## config.mk

```make
export PLATFORM = sky130hd
export DESIGN_NAME = fspc_top
export DESIGN_NICKNAME = d
export VERILOG_FILES = /design/src/pkg/fspc_pkg.sv /design/src/hdl/fspc_unlock.sv /design/src/hdl/fspc_latches.sv /design/src/hdl/fspc_top.sv
export VERILOG_INCLUDE_DIRS = /design/src /design/src/pkg
export SDC_FILE = /design/constraint.sdc
export NUM_CORES = 1
export LEC_CHECK = 0
export BUFFER_PORTS_ARGS = -buffer_cell sky130_fd_sc_hd__buf_4
export CORE_MARGIN = 2
export CORE_UTILIZATION = 58
export CTS_CLUSTER_SIZE = 8
export DETAILED_ROUTE_END_ITERATION = 10
export GPL_ROUTABILITY_DRIVEN = 0
export PLACE_DENSITY = 0.86
export SYNTH_ARGS = -nofsm -noshare
export SYNTH_HDL_FRONTEND = slang
export SYNTH_HIERARCHICAL = 1
export SYNTH_SLANG_ARGS = --single-unit
```

## constraint.sdc

```tcl
create_clock -name pclk -period 3.85 [get_ports pclk]
set_clock_uncertainty 0.05 [all_clocks]
set_input_delay 0.385 -clock pclk [delete_from_list [all_inputs] [get_ports pclk]]
set_output_delay 0.385 -clock pclk [all_outputs]
set_load 0.01 [all_outputs]
```

## src/pkg/fspc_defines.svh

```systemverilog
`ifndef FSPC_DEFINES_SVH
`define FSPC_DEFINES_SVH
// Register byte offsets on the APB.
`define FSPC_OFF_ADDR_LOW 8'h00
`define FSPC_OFF_ADDR_HIGH 8'h04
`define FSPC_OFF_DATA_LOW 8'h08
`define FSPC_OFF_DATA_HIGH 8'h0C
`define FSPC_OFF_CONTROL 8'h10
`define FSPC_OFF_UNLOCK 8'h14
`define FSPC_OFF_CONFIG 8'h18
// Control register bit positions.
`define FSPC_BIT_RD 0
`define FSPC_BIT_WR 1
`define FSPC_BIT_WRITE_PERMIT_BIT 2
`define FSPC_BIT_WRITE_ABORT_FLAG 3
`define FSPC_BIT_FREE 4
`define FSPC_BIT_LWLO 5
`define FSPC_BIT_CONFIG_SPACE_SELECT 6
// Unlock pattern bytes.
`define FSPC_KEY_FIRST 8'h55
`define FSPC_KEY_SECOND 8'hAA
// Reset values.
`define FSPC_LATCH_RESET 14'h3FFF
`define FSPC_CTRL_RESET 1'b0
// Write protect boundaries, word addresses.
`define FSPC_WRT_QUARTER 15'h2000
`define FSPC_WRT_HALF 15'h4000
// Timing.
`define FSPC_CLK_NS 10
`define FSPC_PROG_TIME_NS 2000000
`define FSPC_TIMER_W 18
`endif

```

## src/pkg/fspc_pkg.sv

```systemverilog
package fspc_pkg;
	typedef enum logic [2:0] {
		FSPC_IDLE = 3'b000,
		FSPC_RD_ACC = 3'b001,
		FSPC_RD_DATA = 3'b010,
		FSPC_WR_SU1 = 3'b011,
		FSPC_WR_SU2 = 3'b100,
		FSPC_ERASE = 3'b101,
		FSPC_PROG = 3'b110
	} fspc_state_e;
	// Request to the flash array.
	typedef struct packed {
		logic rd;
		logic erase;
		logic prog;
		logic config_space_select;
		logic [14:0] addr;
	} fspc_flreq_s;
	typedef logic [13:0] fspc_word_t;
endpackage

```

## src/hdl/fspc_unlock.sv

```systemverilog
`timescale 1ns/100ps
`include "fspc_defines.svh"
module fspc_unlock import fspc_pkg::*; (
	// Clock and reset
	input wire logic pclk,
	input wire logic presetn,
	input wire logic ce,
	// Unlock register writes
	input wire logic key_wr,
	input wire logic [7:0] key_data,
	// Start attempt, consumes the arming
	input wire logic consume,
	output logic armed
);
	logic got_first_reg;
	always_ff @(posedge pclk or negedge presetn) begin
		if (!presetn) begin
			got_first_reg <= 1'b0;
			armed <= 1'b0;
		end else if (ce) begin
			if (key_wr) begin
				// Only the exact two-byte order arms; anything else disarms.
				got_first_reg <= (key_data == `FSPC_KEY_FIRST);
				armed <= got_first_reg && (key_data == `FSPC_KEY_SECOND);
			end else if (consume) begin
				got_first_reg <= 1'b0;
				armed <= 1'b0;
			end
		end
	end
endmodule

```

## src/hdl/fspc_latches.sv

```systemverilog
`timescale 1ns/100ps
`include "fspc_defines.svh"
module fspc_latches import fspc_pkg::*; (
	// Clock and reset
	input wire logic pclk,
	input wire logic presetn,
	input wire logic ce,
	// Load and clear
	input wire logic load,
	input wire logic [3:0] idx,
	input wire logic [13:0] wdata,
	input wire logic clear_all,
	// Whole row
	output logic [223:0] row
);
	genvar g;
	generate
		for (g = 0; g < 16; g++) begin : gen_latch
			always_ff @(posedge pclk or negedge presetn) begin
				if (!presetn) begin
					row[g*14 +: 14] <= `FSPC_LATCH_RESET;
				end else if (ce) begin
					if (clear_all) begin
						row[g*14 +: 14] <= `FSPC_LATCH_RESET;
					end else if (load && idx == 4'(g)) begin
						row[g*14 +: 14] <= wdata;
					end
				end
			end
		end
	endgenerate
endmodule

```

## src/hdl/fspc_top.sv

```systemverilog
`timescale 1ns/100ps
`include "fspc_defines.svh"
// What this block does
// - Data pair 14 bits, address pair 15.
// - Address pair spans 32K words, high/low.
// - Software only sets start bits, never clears.
// - Hardware clears start bits when done.
// - Write or erase needs permit; reset zero.
// - Reset during write sets abort flag.
// - Unlock register reads as zero.
// - Latch load and write need unlock.
// - Internal timer times write and erase.
// - Code protect blocks external read/write.
// - Only external bulk erase lifts protection.
// - Write protect field blocks self-write regions.
// - Erase works on whole 16-word rows.
// - Sixteen 14-bit latches, loaded sequentially.
// - Unprogrammed words writable without erase.
// - Unlock is 55h, AAh, then start.
// - Read uses second cycle, data next.
// - Erase stalls CPU, resumes third instruction.
// - Completed write resets latches to 3FFF.
module fspc_top import fspc_pkg::*; #(
	parameter int unsigned PROG_CYC = (`FSPC_PROG_TIME_NS + `FSPC_CLK_NS - 1) / `FSPC_CLK_NS
) (
	// Clock, resets and enable
	input wire logic pclk,
	input wire logic presetn,
	input wire logic por_n,
	input wire logic ce,
	// APB slave
	input wire logic psel,
	input wire logic penable,
	input wire logic pwrite,
	input wire logic [7:0] paddr,
	input wire logic [31:0] pwdata,
	output logic [31:0] prdata,
	output logic pready,
	output logic pslverr,
	// Configuration word
	input wire logic cfg_code_protect_n,
	input wire logic [1:0] cfg_write_protect,
	// External programmer
	input wire logic ext_rd_req,
	input wire logic ext_wr_req,
	input wire logic ext_bulk_req,
	output logic ext_rd_ok,
	output logic ext_wr_ok,
	output logic ext_bulk,
	// Flash array
	output fspc_flreq_s fl_req,
	output logic [223:0] fl_row_data,
	input wire logic [13:0] fl_rdata,
	// Processor pipeline
	output logic cpu_stall,
	output logic cpu_ignore
);
	////////////////////////////////////////////////////////////////////////////////
	fspc_state_e state_reg;
	logic [`FSPC_TIMER_W-1:0] timer_reg;
	logic [7:0] addr_low_reg;
	logic [6:0] addr_high_reg;
	logic [7:0] data_low_reg;
	logic [5:0] data_high_reg;
	logic rd_reg, wr_reg, write_permit_bit_reg, free_reg, lwlo_reg, config_space_select_reg;
	logic write_abort_flag_reg, wip_reg;
	logic acc, wr_acc, unmapped, wr_ctrl, armed, prot, go_rd, go_wr, timer_end;
	logic sel_al, sel_ah, sel_dl, sel_dh, sel_ctl, sel_unl, sel_cfg;
	logic [14:0] addr;
	logic [31:0] rd_mux;
	logic latch_load, latch_clear;

	assign sel_al = paddr == `FSPC_OFF_ADDR_LOW;
	assign sel_ah = paddr == `FSPC_OFF_ADDR_HIGH;
	assign sel_dl = paddr == `FSPC_OFF_DATA_LOW;
	assign sel_dh = paddr == `FSPC_OFF_DATA_HIGH;
	assign sel_ctl = paddr == `FSPC_OFF_CONTROL;
	assign sel_unl = paddr == `FSPC_OFF_UNLOCK;
	assign sel_cfg = paddr == `FSPC_OFF_CONFIG;
	assign unmapped = !(sel_al || sel_ah || sel_dl || sel_dh || sel_ctl || sel_unl || sel_cfg);
	assign acc = psel && penable;
	assign wr_acc = acc && pwrite && !unmapped;
	assign wr_ctrl = wr_acc && sel_ctl;
	// Zero wait states: every access completes in its first access cycle.
	assign pready = 1'b1;
	assign pslverr = acc && unmapped;
	assign addr = {addr_high_reg, addr_low_reg};

	////////////////////////////////////////////////////////////////////////////////
	// Write protection only guards self-write; config space stays open.
	always_comb begin
		unique case (cfg_write_protect)
			2'b11: prot = 1'b0;
			2'b10: prot = addr < `FSPC_WRT_QUARTER;
			2'b01: prot = addr < `FSPC_WRT_HALF;
			2'b00: prot = 1'b1;
		endcase
		prot = prot && !config_space_select_reg;
	end

	// A write start is taken only when permitted, unlocked and unprotected.
	assign go_wr = ce && wr_ctrl && pwdata[`FSPC_BIT_WR] && state_reg == FSPC_IDLE
		&& armed && write_permit_bit_reg && !prot;
	assign go_rd = ce && wr_ctrl && pwdata[`FSPC_BIT_RD] && state_reg == FSPC_IDLE && !go_wr;
	assign timer_end = timer_reg == `FSPC_TIMER_W'(PROG_CYC - 1);

	fspc_unlock u_unlock (
		.pclk(pclk),
		.presetn(presetn),
		.ce(ce),
		.key_wr(wr_acc && sel_unl),
		.key_data(pwdata[7:0]),
		.consume(wr_ctrl && pwdata[`FSPC_BIT_WR]),
		.armed(armed)
	);

	fspc_latches u_latches (
		.pclk(pclk),
		.presetn(presetn),
		.ce(ce),
		.load(latch_load),
		.idx(addr_low_reg[3:0]),
		.wdata({data_high_reg, data_low_reg}),
		.clear_all(latch_clear),
		.row(fl_row_data)
	);

	// Latches load at the end of setup unless the start is an erase.
	assign latch_load = state_reg == FSPC_WR_SU2 && !free_reg;
	assign latch_clear = state_reg == FSPC_PROG && timer_end;

	////////////////////////////////////////////////////////////////////////////////
	// Sequencer.
	always_ff @(posedge pclk or negedge presetn) begin
		if (!presetn) begin
			state_reg <= FSPC_IDLE;
			timer_reg <= '0;
			fl_req <= '0;
		end else if (ce) begin
			unique case (state_reg)
				FSPC_IDLE: begin
					fl_req.config_space_select <= config_space_select_reg;
					fl_req.addr <= addr;
					if (go_wr) begin
						state_reg <= FSPC_WR_SU1;
					end else if (go_rd) begin
						state_reg <= FSPC_RD_ACC;
						fl_req.rd <= 1'b1;
					end
				end
				FSPC_RD_ACC: begin
					fl_req.rd <= 1'b0;
					state_reg <= FSPC_RD_DATA;
				end
				FSPC_RD_DATA: state_reg <= FSPC_IDLE;
				FSPC_WR_SU1: state_reg <= FSPC_WR_SU2;
				FSPC_WR_SU2: begin
					timer_reg <= '0;
					if (free_reg) begin
						// Row address only; the low four bits are ignored.
						state_reg <= FSPC_ERASE;
						fl_req.erase <= 1'b1;
					end else if (lwlo_reg) begin
						state_reg <= FSPC_IDLE;
					end else begin
						// Untouched latches hold all ones, which leaves those words as they are.
						state_reg <= FSPC_PROG;
						fl_req.prog <= 1'b1;
					end
				end
				FSPC_ERASE, FSPC_PROG: begin
					timer_reg <= timer_reg + `FSPC_TIMER_W'(1);
					if (timer_end) begin
						state_reg <= FSPC_IDLE;
						fl_req.erase <= 1'b0;
						fl_req.prog <= 1'b0;
					end
				end
				default: state_reg <= FSPC_IDLE;
			endcase
		end
	end

	// The processor sees two forced cycles, then the timed stall.
	assign cpu_stall = state_reg inside {FSPC_WR_SU1, FSPC_WR_SU2, FSPC_ERASE, FSPC_PROG};
	assign cpu_ignore = state_reg == FSPC_RD_ACC;

	////////////////////////////////////////////////////////////////////////////////
	// Start bits: software can only set them, so a write cannot be aborted.
	always_ff @(posedge pclk or negedge presetn) begin
		if (!presetn) begin
			rd_reg <= `FSPC_CTRL_RESET;
			wr_reg <= `FSPC_CTRL_RESET;
		end else if (ce) begin
			if (go_rd) begin
				rd_reg <= 1'b1;
			end else if (state_reg == FSPC_RD_DATA) begin
				rd_reg <= 1'b0;
			end
			if (go_wr) begin
				wr_reg <= 1'b1;
			end else if ((state_reg == FSPC_WR_SU2 && lwlo_reg && !free_reg) || timer_end) begin
				wr_reg <= 1'b0;
			end
		end
	end

	always_ff @(posedge pclk or negedge presetn) begin
		if (!presetn) begin
			write_permit_bit_reg <= `FSPC_CTRL_RESET;
			free_reg <= `FSPC_CTRL_RESET;
			lwlo_reg <= `FSPC_CTRL_RESET;
			config_space_select_reg <= `FSPC_CTRL_RESET;
		end else if (ce && wr_ctrl) begin
			write_permit_bit_reg <= pwdata[`FSPC_BIT_WRITE_PERMIT_BIT];
			free_reg <= pwdata[`FSPC_BIT_FREE];
			lwlo_reg <= pwdata[`FSPC_BIT_LWLO];
			config_space_select_reg <= pwdata[`FSPC_BIT_CONFIG_SPACE_SELECT];
		end
	end

	// These two survive every reset but power-on, so a broken write is seen afterwards.
	always_ff @(posedge pclk or negedge por_n) begin
		if (!por_n) begin
			wip_reg <= 1'b0;
			write_abort_flag_reg <= 1'b0;
		end else if (ce) begin
			if (state_reg == FSPC_WR_SU2 && !(lwlo_reg && !free_reg)) begin
				wip_reg <= 1'b1;
			end else if (timer_end || state_reg == FSPC_IDLE) begin
				wip_reg <= 1'b0;
			end
			// Idle with a write still marked means reset cut it short; set beats clear.
			if (wip_reg && state_reg == FSPC_IDLE) begin
				write_abort_flag_reg <= 1'b1;
			end else if (wr_ctrl && !pwdata[`FSPC_BIT_WRITE_ABORT_FLAG]) begin
				write_abort_flag_reg <= 1'b0;
			end
		end
	end

	////////////////////////////////////////////////////////////////////////////////
	// Address and data pairs; a finished read overwrites the data pair.
	always_ff @(posedge pclk or negedge presetn) begin
		if (!presetn) begin
			addr_low_reg <= 8'h00;
			addr_high_reg <= 7'h00;
		end else if (ce) begin
			if (wr_acc && sel_al) begin
				addr_low_reg <= pwdata[7:0];
			end
			if (wr_acc && sel_ah) begin
				addr_high_reg <= pwdata[6:0];
			end
		end
	end

	always_ff @(posedge pclk or negedge presetn) begin
		if (!presetn) begin
			data_low_reg <= 8'h00;
			data_high_reg <= 6'h00;
		end else if (ce) begin
			if (state_reg == FSPC_RD_DATA) begin
				{data_high_reg, data_low_reg} <= fl_rdata;
			end else begin
				if (wr_acc && sel_dl) begin
					data_low_reg <= pwdata[7:0];
				end
				if (wr_acc && sel_dh) begin
					data_high_reg <= pwdata[5:0];
				end
			end
		end
	end

	////////////////////////////////////////////////////////////////////////////////
	// Read data is captured in the setup cycle, so it stands in the access cycle.
	always_comb begin
		rd_mux = 32'h0000_0000;
		if (sel_al) rd_mux[7:0] = addr_low_reg;
		if (sel_ah) rd_mux[6:0] = addr_high_reg;
		if (sel_dl) rd_mux[7:0] = data_low_reg;
		if (sel_dh) rd_mux[5:0] = data_high_reg;
		if (sel_ctl) rd_mux[6:0] = {config_space_select_reg, lwlo_reg, free_reg, write_abort_flag_reg, write_permit_bit_reg, wr_reg, rd_reg};
		if (sel_cfg) rd_mux[2:0] = {cfg_write_protect, cfg_code_protect_n};
		// The unlock register is write-only and falls through as zero.
	end

	always_ff @(posedge pclk or negedge presetn) begin
		if (!presetn) begin
			prdata <= 32'h0000_0000;
		end else if (ce && psel && !penable) begin
			prdata <= pwrite ? 32'h0000_0000 : rd_mux;
		end
	end

	////////////////////////////////////////////////////////////////////////////////
	// External programmer gate. Bulk erase is never blocked, since it is the only
	// way back from code protection; the array clears the configuration word itself.
	always_ff @(posedge pclk or negedge presetn) begin
		if (!presetn) begin
			ext_rd_ok <= 1'b0;
			ext_wr_ok <= 1'b0;
			ext_bulk <= 1'b0;
		end else if (ce) begin
			ext_rd_ok <= ext_rd_req && cfg_code_protect_n;
			ext_wr_ok <= ext_wr_req && cfg_code_protect_n;
			ext_bulk <= ext_bulk_req;
		end
	end
endmodule

```

==> impl_metrics.xml <==
<?xml version="1.0" encoding="UTF-8"?>
<metrics>
  <group name="run_status">
    <metric name="run_status" unit="">finished clean</metric>
  </group>
  <group name="timing">
    <metric name="finalMaxSlewViolations" unit="">0</metric>
    <metric name="setup_violations" unit="">0</metric>
    <metric name="grt_setup_unrepaired" unit="">no</metric>
    <metric name="relSlewSlack" unit="%">7.60</metric>
    <metric name="final.period_utilization" unit="%">84.3</metric>
    <metric name="timing.setup.tns" unit="ns">0</metric>
    <metric name="fmax" unit="MHz">308</metric>
    <metric name="finalHoldViolations" unit="">0</metric>
    <metric name="finalWorstPathRequiredPeriod" unit="ns">3.25</metric>
    <metric name="worst_hold_slack" unit="ns">0.0520</metric>
    <metric name="setup_ws" unit="ns">0.603</metric>
    <metric name="max_slew.worst_pin.slew" unit="ns">1.38</metric>
  </group>
  <group name="grt">
    <metric name="grt_first_pass_wirelength" unit="um">62000</metric>
    <metric name="antenna_violations_before_repair" unit="">0</metric>
    <metric name="grt_total_ovfl" unit="">0</metric>
    <metric name="number_of_global_route_vias_before_repair" unit="">10900</metric>
    <metric name="grt_use_total" unit="%">30.7</metric>
    <metric name="grt_start_max_net_pins" unit="">93</metric>
  </group>
  <group name="logic_synthesis">
    <metric name="post_synth_inst_count" unit="">1221</metric>
    <metric name="synth_seq_area_share" unit="%">56.1</metric>
    <metric name="main_area_contributors_after_synthesis" unit="">sky130_fd_sc_hd__dfstp_2 41%, sky130_fd_sc_hd__dfrtp_1 16%, sky130_fd_sc_hd__mux2i_1 13%, sky130_fd_sc_hd__nor2_1 6.5%, sky130_fd_sc_hd__mux2_2 2.8%</metric>
    <metric name="synth.yosys.warnings" unit="">6</metric>
    <metric name="synth_flop_cell" unit="">sky130_fd_sc_hd__dfstp_2</metric>
    <metric name="postSynthAreaPerCell" unit="um^2">11.9</metric>
    <metric name="synth_area_leader_cell" unit="">sky130_fd_sc_hd__dfstp_2</metric>
    <metric name="yosysMostFrequentCell" unit="">sky130_fd_sc_hd__nor2_1</metric>
    <metric name="cell_types_with_the_highest_counts_after_synthesis" unit="">251 x sky130_fd_sc_hd__nor2_1, 224 x sky130_fd_sc_hd__dfstp_2, 194 x sky130_fd_sc_hd__mux2i_1, 90 x sky130_fd_sc_hd__dfrtp_1, 50 x sky130_fd_sc_hd__nand2_1</metric>
    <metric name="syn-cell-area" unit="um^2">14500</metric>
    <metric name="netlist-cell-type-count" unit="">71</metric>
    <metric name="count_of_flip_flops_with_a_built_in_enable_after_synthesis" unit="">0</metric>
    <metric name="post-synth-top-area-fraction" unit="%">40.6</metric>
    <metric name="ys_seq_elements" unit="">314</metric>
    <metric name="async_flop_share" unit="%">100</metric>
  </group>
  <group name="worst_setup_path">
    <metric name="worst_ep_required_time" unit="ns">4.22</metric>
    <metric name="r2r_slack" unit="ns">0.60</metric>
    <metric name="r2r.worst_path.cells" unit="">8</metric>
    <metric name="worstSetupEndpointType" unit="">register</metric>
    <metric name="cpLargestDelayFamily" unit="">simple AND/OR/NAND/NOR gates</metric>
    <metric name="cp.arrival" unit="ns">3.62</metric>
    <metric name="crit_path_cell_trace" unit="">or4b_1 -&gt; nor4_2 -&gt; inv_1 -&gt; nor4_2 -&gt; and2_4 -&gt; buf_12 -&gt; nor2_1 -&gt; mux2i_1</metric>
    <metric name="category_of_the_worst_setup_path_launch_point" unit="">register</metric>
    <metric name="critical_path.most_common_cell" unit="">sky130_fd_sc_hd__nor4_2</metric>
    <metric name="crit_fanout" unit="">68</metric>
    <metric name="worst_r2r_startpoint" unit="">timer_reg[12]</metric>
    <metric name="cp_max_stage_delay" unit="ns">0.54</metric>
    <metric name="timing.setup.critical_path_class" unit="">register to register</metric>
    <metric name="worstReg2RegEnd" unit="">u_latches/row[115]</metric>
    <metric name="cp_slowest_cell" unit="">sky130_fd_sc_hd__or4b_1</metric>
    <metric name="cp.buffers_inverters" unit="">2</metric>
  </group>
  <group name="power_and_ir_drop">
    <metric name="static-leakage-power" unit="uW">0.00788</metric>
    <metric name="internal_pwr_total" unit="uW">6290</metric>
    <metric name="switching_fraction" unit="%">30.3</metric>
    <metric name="p_sw" unit="uW">2730</metric>
    <metric name="p_per_area" unit="nW/um^2">504</metric>
    <metric name="power.share.clock" unit="%">38.7</metric>
    <metric name="power_frac_comb" unit="%">19.3</metric>
    <metric name="vdd_drop_max" unit="V">0.000459</metric>
    <metric name="share_seq_of_total_power" unit="%">42.1</metric>
    <metric name="total_power" unit="uW">9020</metric>
  </group>
  <group name="route">
    <metric name="drt_iter0_markers" unit="">1153</metric>
    <metric name="route.final.wire_length" unit="um">40700</metric>
    <metric name="drt_via_density" unit="">5.90</metric>
    <metric name="firstDrtPassIters" unit="">5</metric>
    <metric name="routed_antenna_nets" unit="">0</metric>
    <metric name="drcViolationCount" unit="">0</metric>
    <metric name="post_drt_wl_per_cell" unit="um">22.2</metric>
    <metric name="vias" unit="">10800</metric>
  </group>
  <group name="min_path">
    <metric name="min_to" unit="">ext_wr_ok</metric>
    <metric name="hold_path_depth" unit="">3</metric>
    <metric name="hold_path_startpoint" unit="">ext_wr_req</metric>
    <metric name="type_of_the_most_critical_hold_path" unit="">primary input to register</metric>
  </group>
  <group name="clocking">
    <metric name="cts_htree_levels" unit="">2</metric>
    <metric name="cts_num_sinks" unit="">314</metric>
    <metric name="clk_root_buffer_cell" unit="">sky130_fd_sc_hd__clkbuf_16</metric>
    <metric name="maximum_count_of_clock_buffers_along_a_single_path" unit="">3</metric>
    <metric name="clk_transition_reported_paths" unit="ns">0.05</metric>
    <metric name="total_cts_buffers" unit="">45</metric>
    <metric name="cts_tree" unit="">done</metric>
    <metric name="cts-resized-gates" unit="">0</metric>
    <metric name="clock_latency" unit="ns">0.52</metric>
  </group>
  <group name="final_layout">
    <metric name="largest_register_ffs" unit="">224</metric>
    <metric name="layout.nets" unit="">1564</metric>
    <metric name="design_area" unit="um^2">17900</metric>
    <metric name="area_growth_from_synthesis_to_final_layout" unit="%">23.3</metric>
    <metric name="final_layout_size_suffix_gt1_share" unit="%">44.7</metric>
    <metric name="diodes" unit="">0</metric>
  </group>
  <group name="floorplanning">
    <metric name="initial_utilization" unit="%">59.3</metric>
    <metric name="rows" unit="">57</metric>
    <metric name="floorplan.io_pins" unit="">349</metric>
    <metric name="die_area" unit="um^2">26300</metric>
    <metric name="placeableCoreArea" unit="um^2">24500</metric>
    <metric name="die-height" unit="um">162</metric>
    <metric name="chipWidth" unit="um">162</metric>
  </group>
  <group name="placement">
    <metric name="dpl_worst_slack" unit="ns">0.698</metric>
    <metric name="detailed_place_hpwl" unit="um">26900</metric>
    <metric name="io_buf_count" unit="">299</metric>
    <metric name="postPlaceCellArea" unit="um^2">16600</metric>
  </group>
  <group name="job">
    <metric name="maxCapViolCount" unit="">0</metric>
  </group>
</metrics>
-- how the worst max path moves through the flow --
stage	start	to	slack, ns	cells after the start
3_3_place_gp	timer_reg[13]	u_latches/row[203]	0.77	8
3_5_place_dp	timer_reg[12]	u_latches/row[48]	0.70	8
2_1_floorplan	timer_reg[13]	u_latches/row[112]	1.20	10
6_report	timer_reg[12]	u_latches/row[115]	0.60	8
4_1_cts	timer_reg[13]	u_latches/row[115]	0.62	8
5_1_grt	timer_reg[13]	u_latches/row[115]	0.38	8
-- per-stage QoR --
step | std cells | util [%]
floorplan | 1244 | -
global placement | 1771 | 68.0
detailed placement | 1771 | 68.0
CTS | 1835 | 73.1
global route | 1835 | 73.1
finish | 1835 | 73.1
-- area by class of cell --
class / instances / area, um^2
Sequential cell: 314 / 8140
Inverter: 10 / 37.5
Multi-Input combinational cell: 807 / 5610
Fill cell: 1607 / 6580
Clock inverter: 2 / 25.0
Clock buffer: 60 / 1200
Timing Repair Buffer: 318 / 2460
Tap cell: 324 / 405
-- worst min-delay path, stage by stage --
cell and delay [ns]:
sky130_fd_sc_hd__buf_4 0.07, sky130_fd_sc_hd__nand3_1 0.06, sky130_fd_sc_hd__o21ai_0 0.07
-- cell families (layout without fill, tap and decap cells) --
kind of cell	after synthesis	count (layout)	share of synthesized area, %
AOI/OAI and AO/OA	115	115	5.93
xor gates and xnor gates	17	17	1.03
adders and majority gates	1	1	0.0863
buffers and inverters	123	390	6.04
DFF	314	314	56.1
muxes	237	237	17.2
other	2	25	0.0518
and+or+nand+nor	412	412	13.6
-- cell usage in the layout, fill, tap and decap left out, drive strengths merged, types with 7 or more instances in the layout --
| master | n |
|---|---|
| buf | 316 |
| nor2 | 259 |
| dfstp | 224 |
| mux2i | 194 |
| dfrtp | 90 |
| clkbuf | 60 |
| nand2 | 50 |
| mux2 | 37 |
| conb | 25 |
| o32a | 24 |
| nand3 | 20 |
| o21ai | 18 |
| o22ai | 18 |
| a2bb2oi | 16 |
| a21oi | 16 |
| nor3 | 11 |
| inv | 10 |
| xnor2 | 10 |
| or2 | 8 |
| nor4 | 8 |
| or3 | 7 |
| xor2 | 7 |
-- per-layer routing --
layer	track usage [%]	wire length [um]	vias up
li1	-	-	4725
met1	39.3	16000	5417
met2	51.2	19900	579
met3	6.26	3070	110
met4	13.0	1630	0
met5	0	0	-
-- what timing repair did --
item | in CTS | in global routing
setup buffers | 0 | 0
hold endpoints to repair | 11 | 0
hold buffers | 2 | 0
-- power by group through the flow --
stage	logic, uW	registers, uW	clock network, uW
CTS	1710	3790	3540
detailed placement	1700	3830	0
floorplan	962	3790	0
global placement	1650	3830	0
global route	1830	3820	3690
finish	1740	3800	3490
No activity file was read; power rests on OpenSTA's default activity.
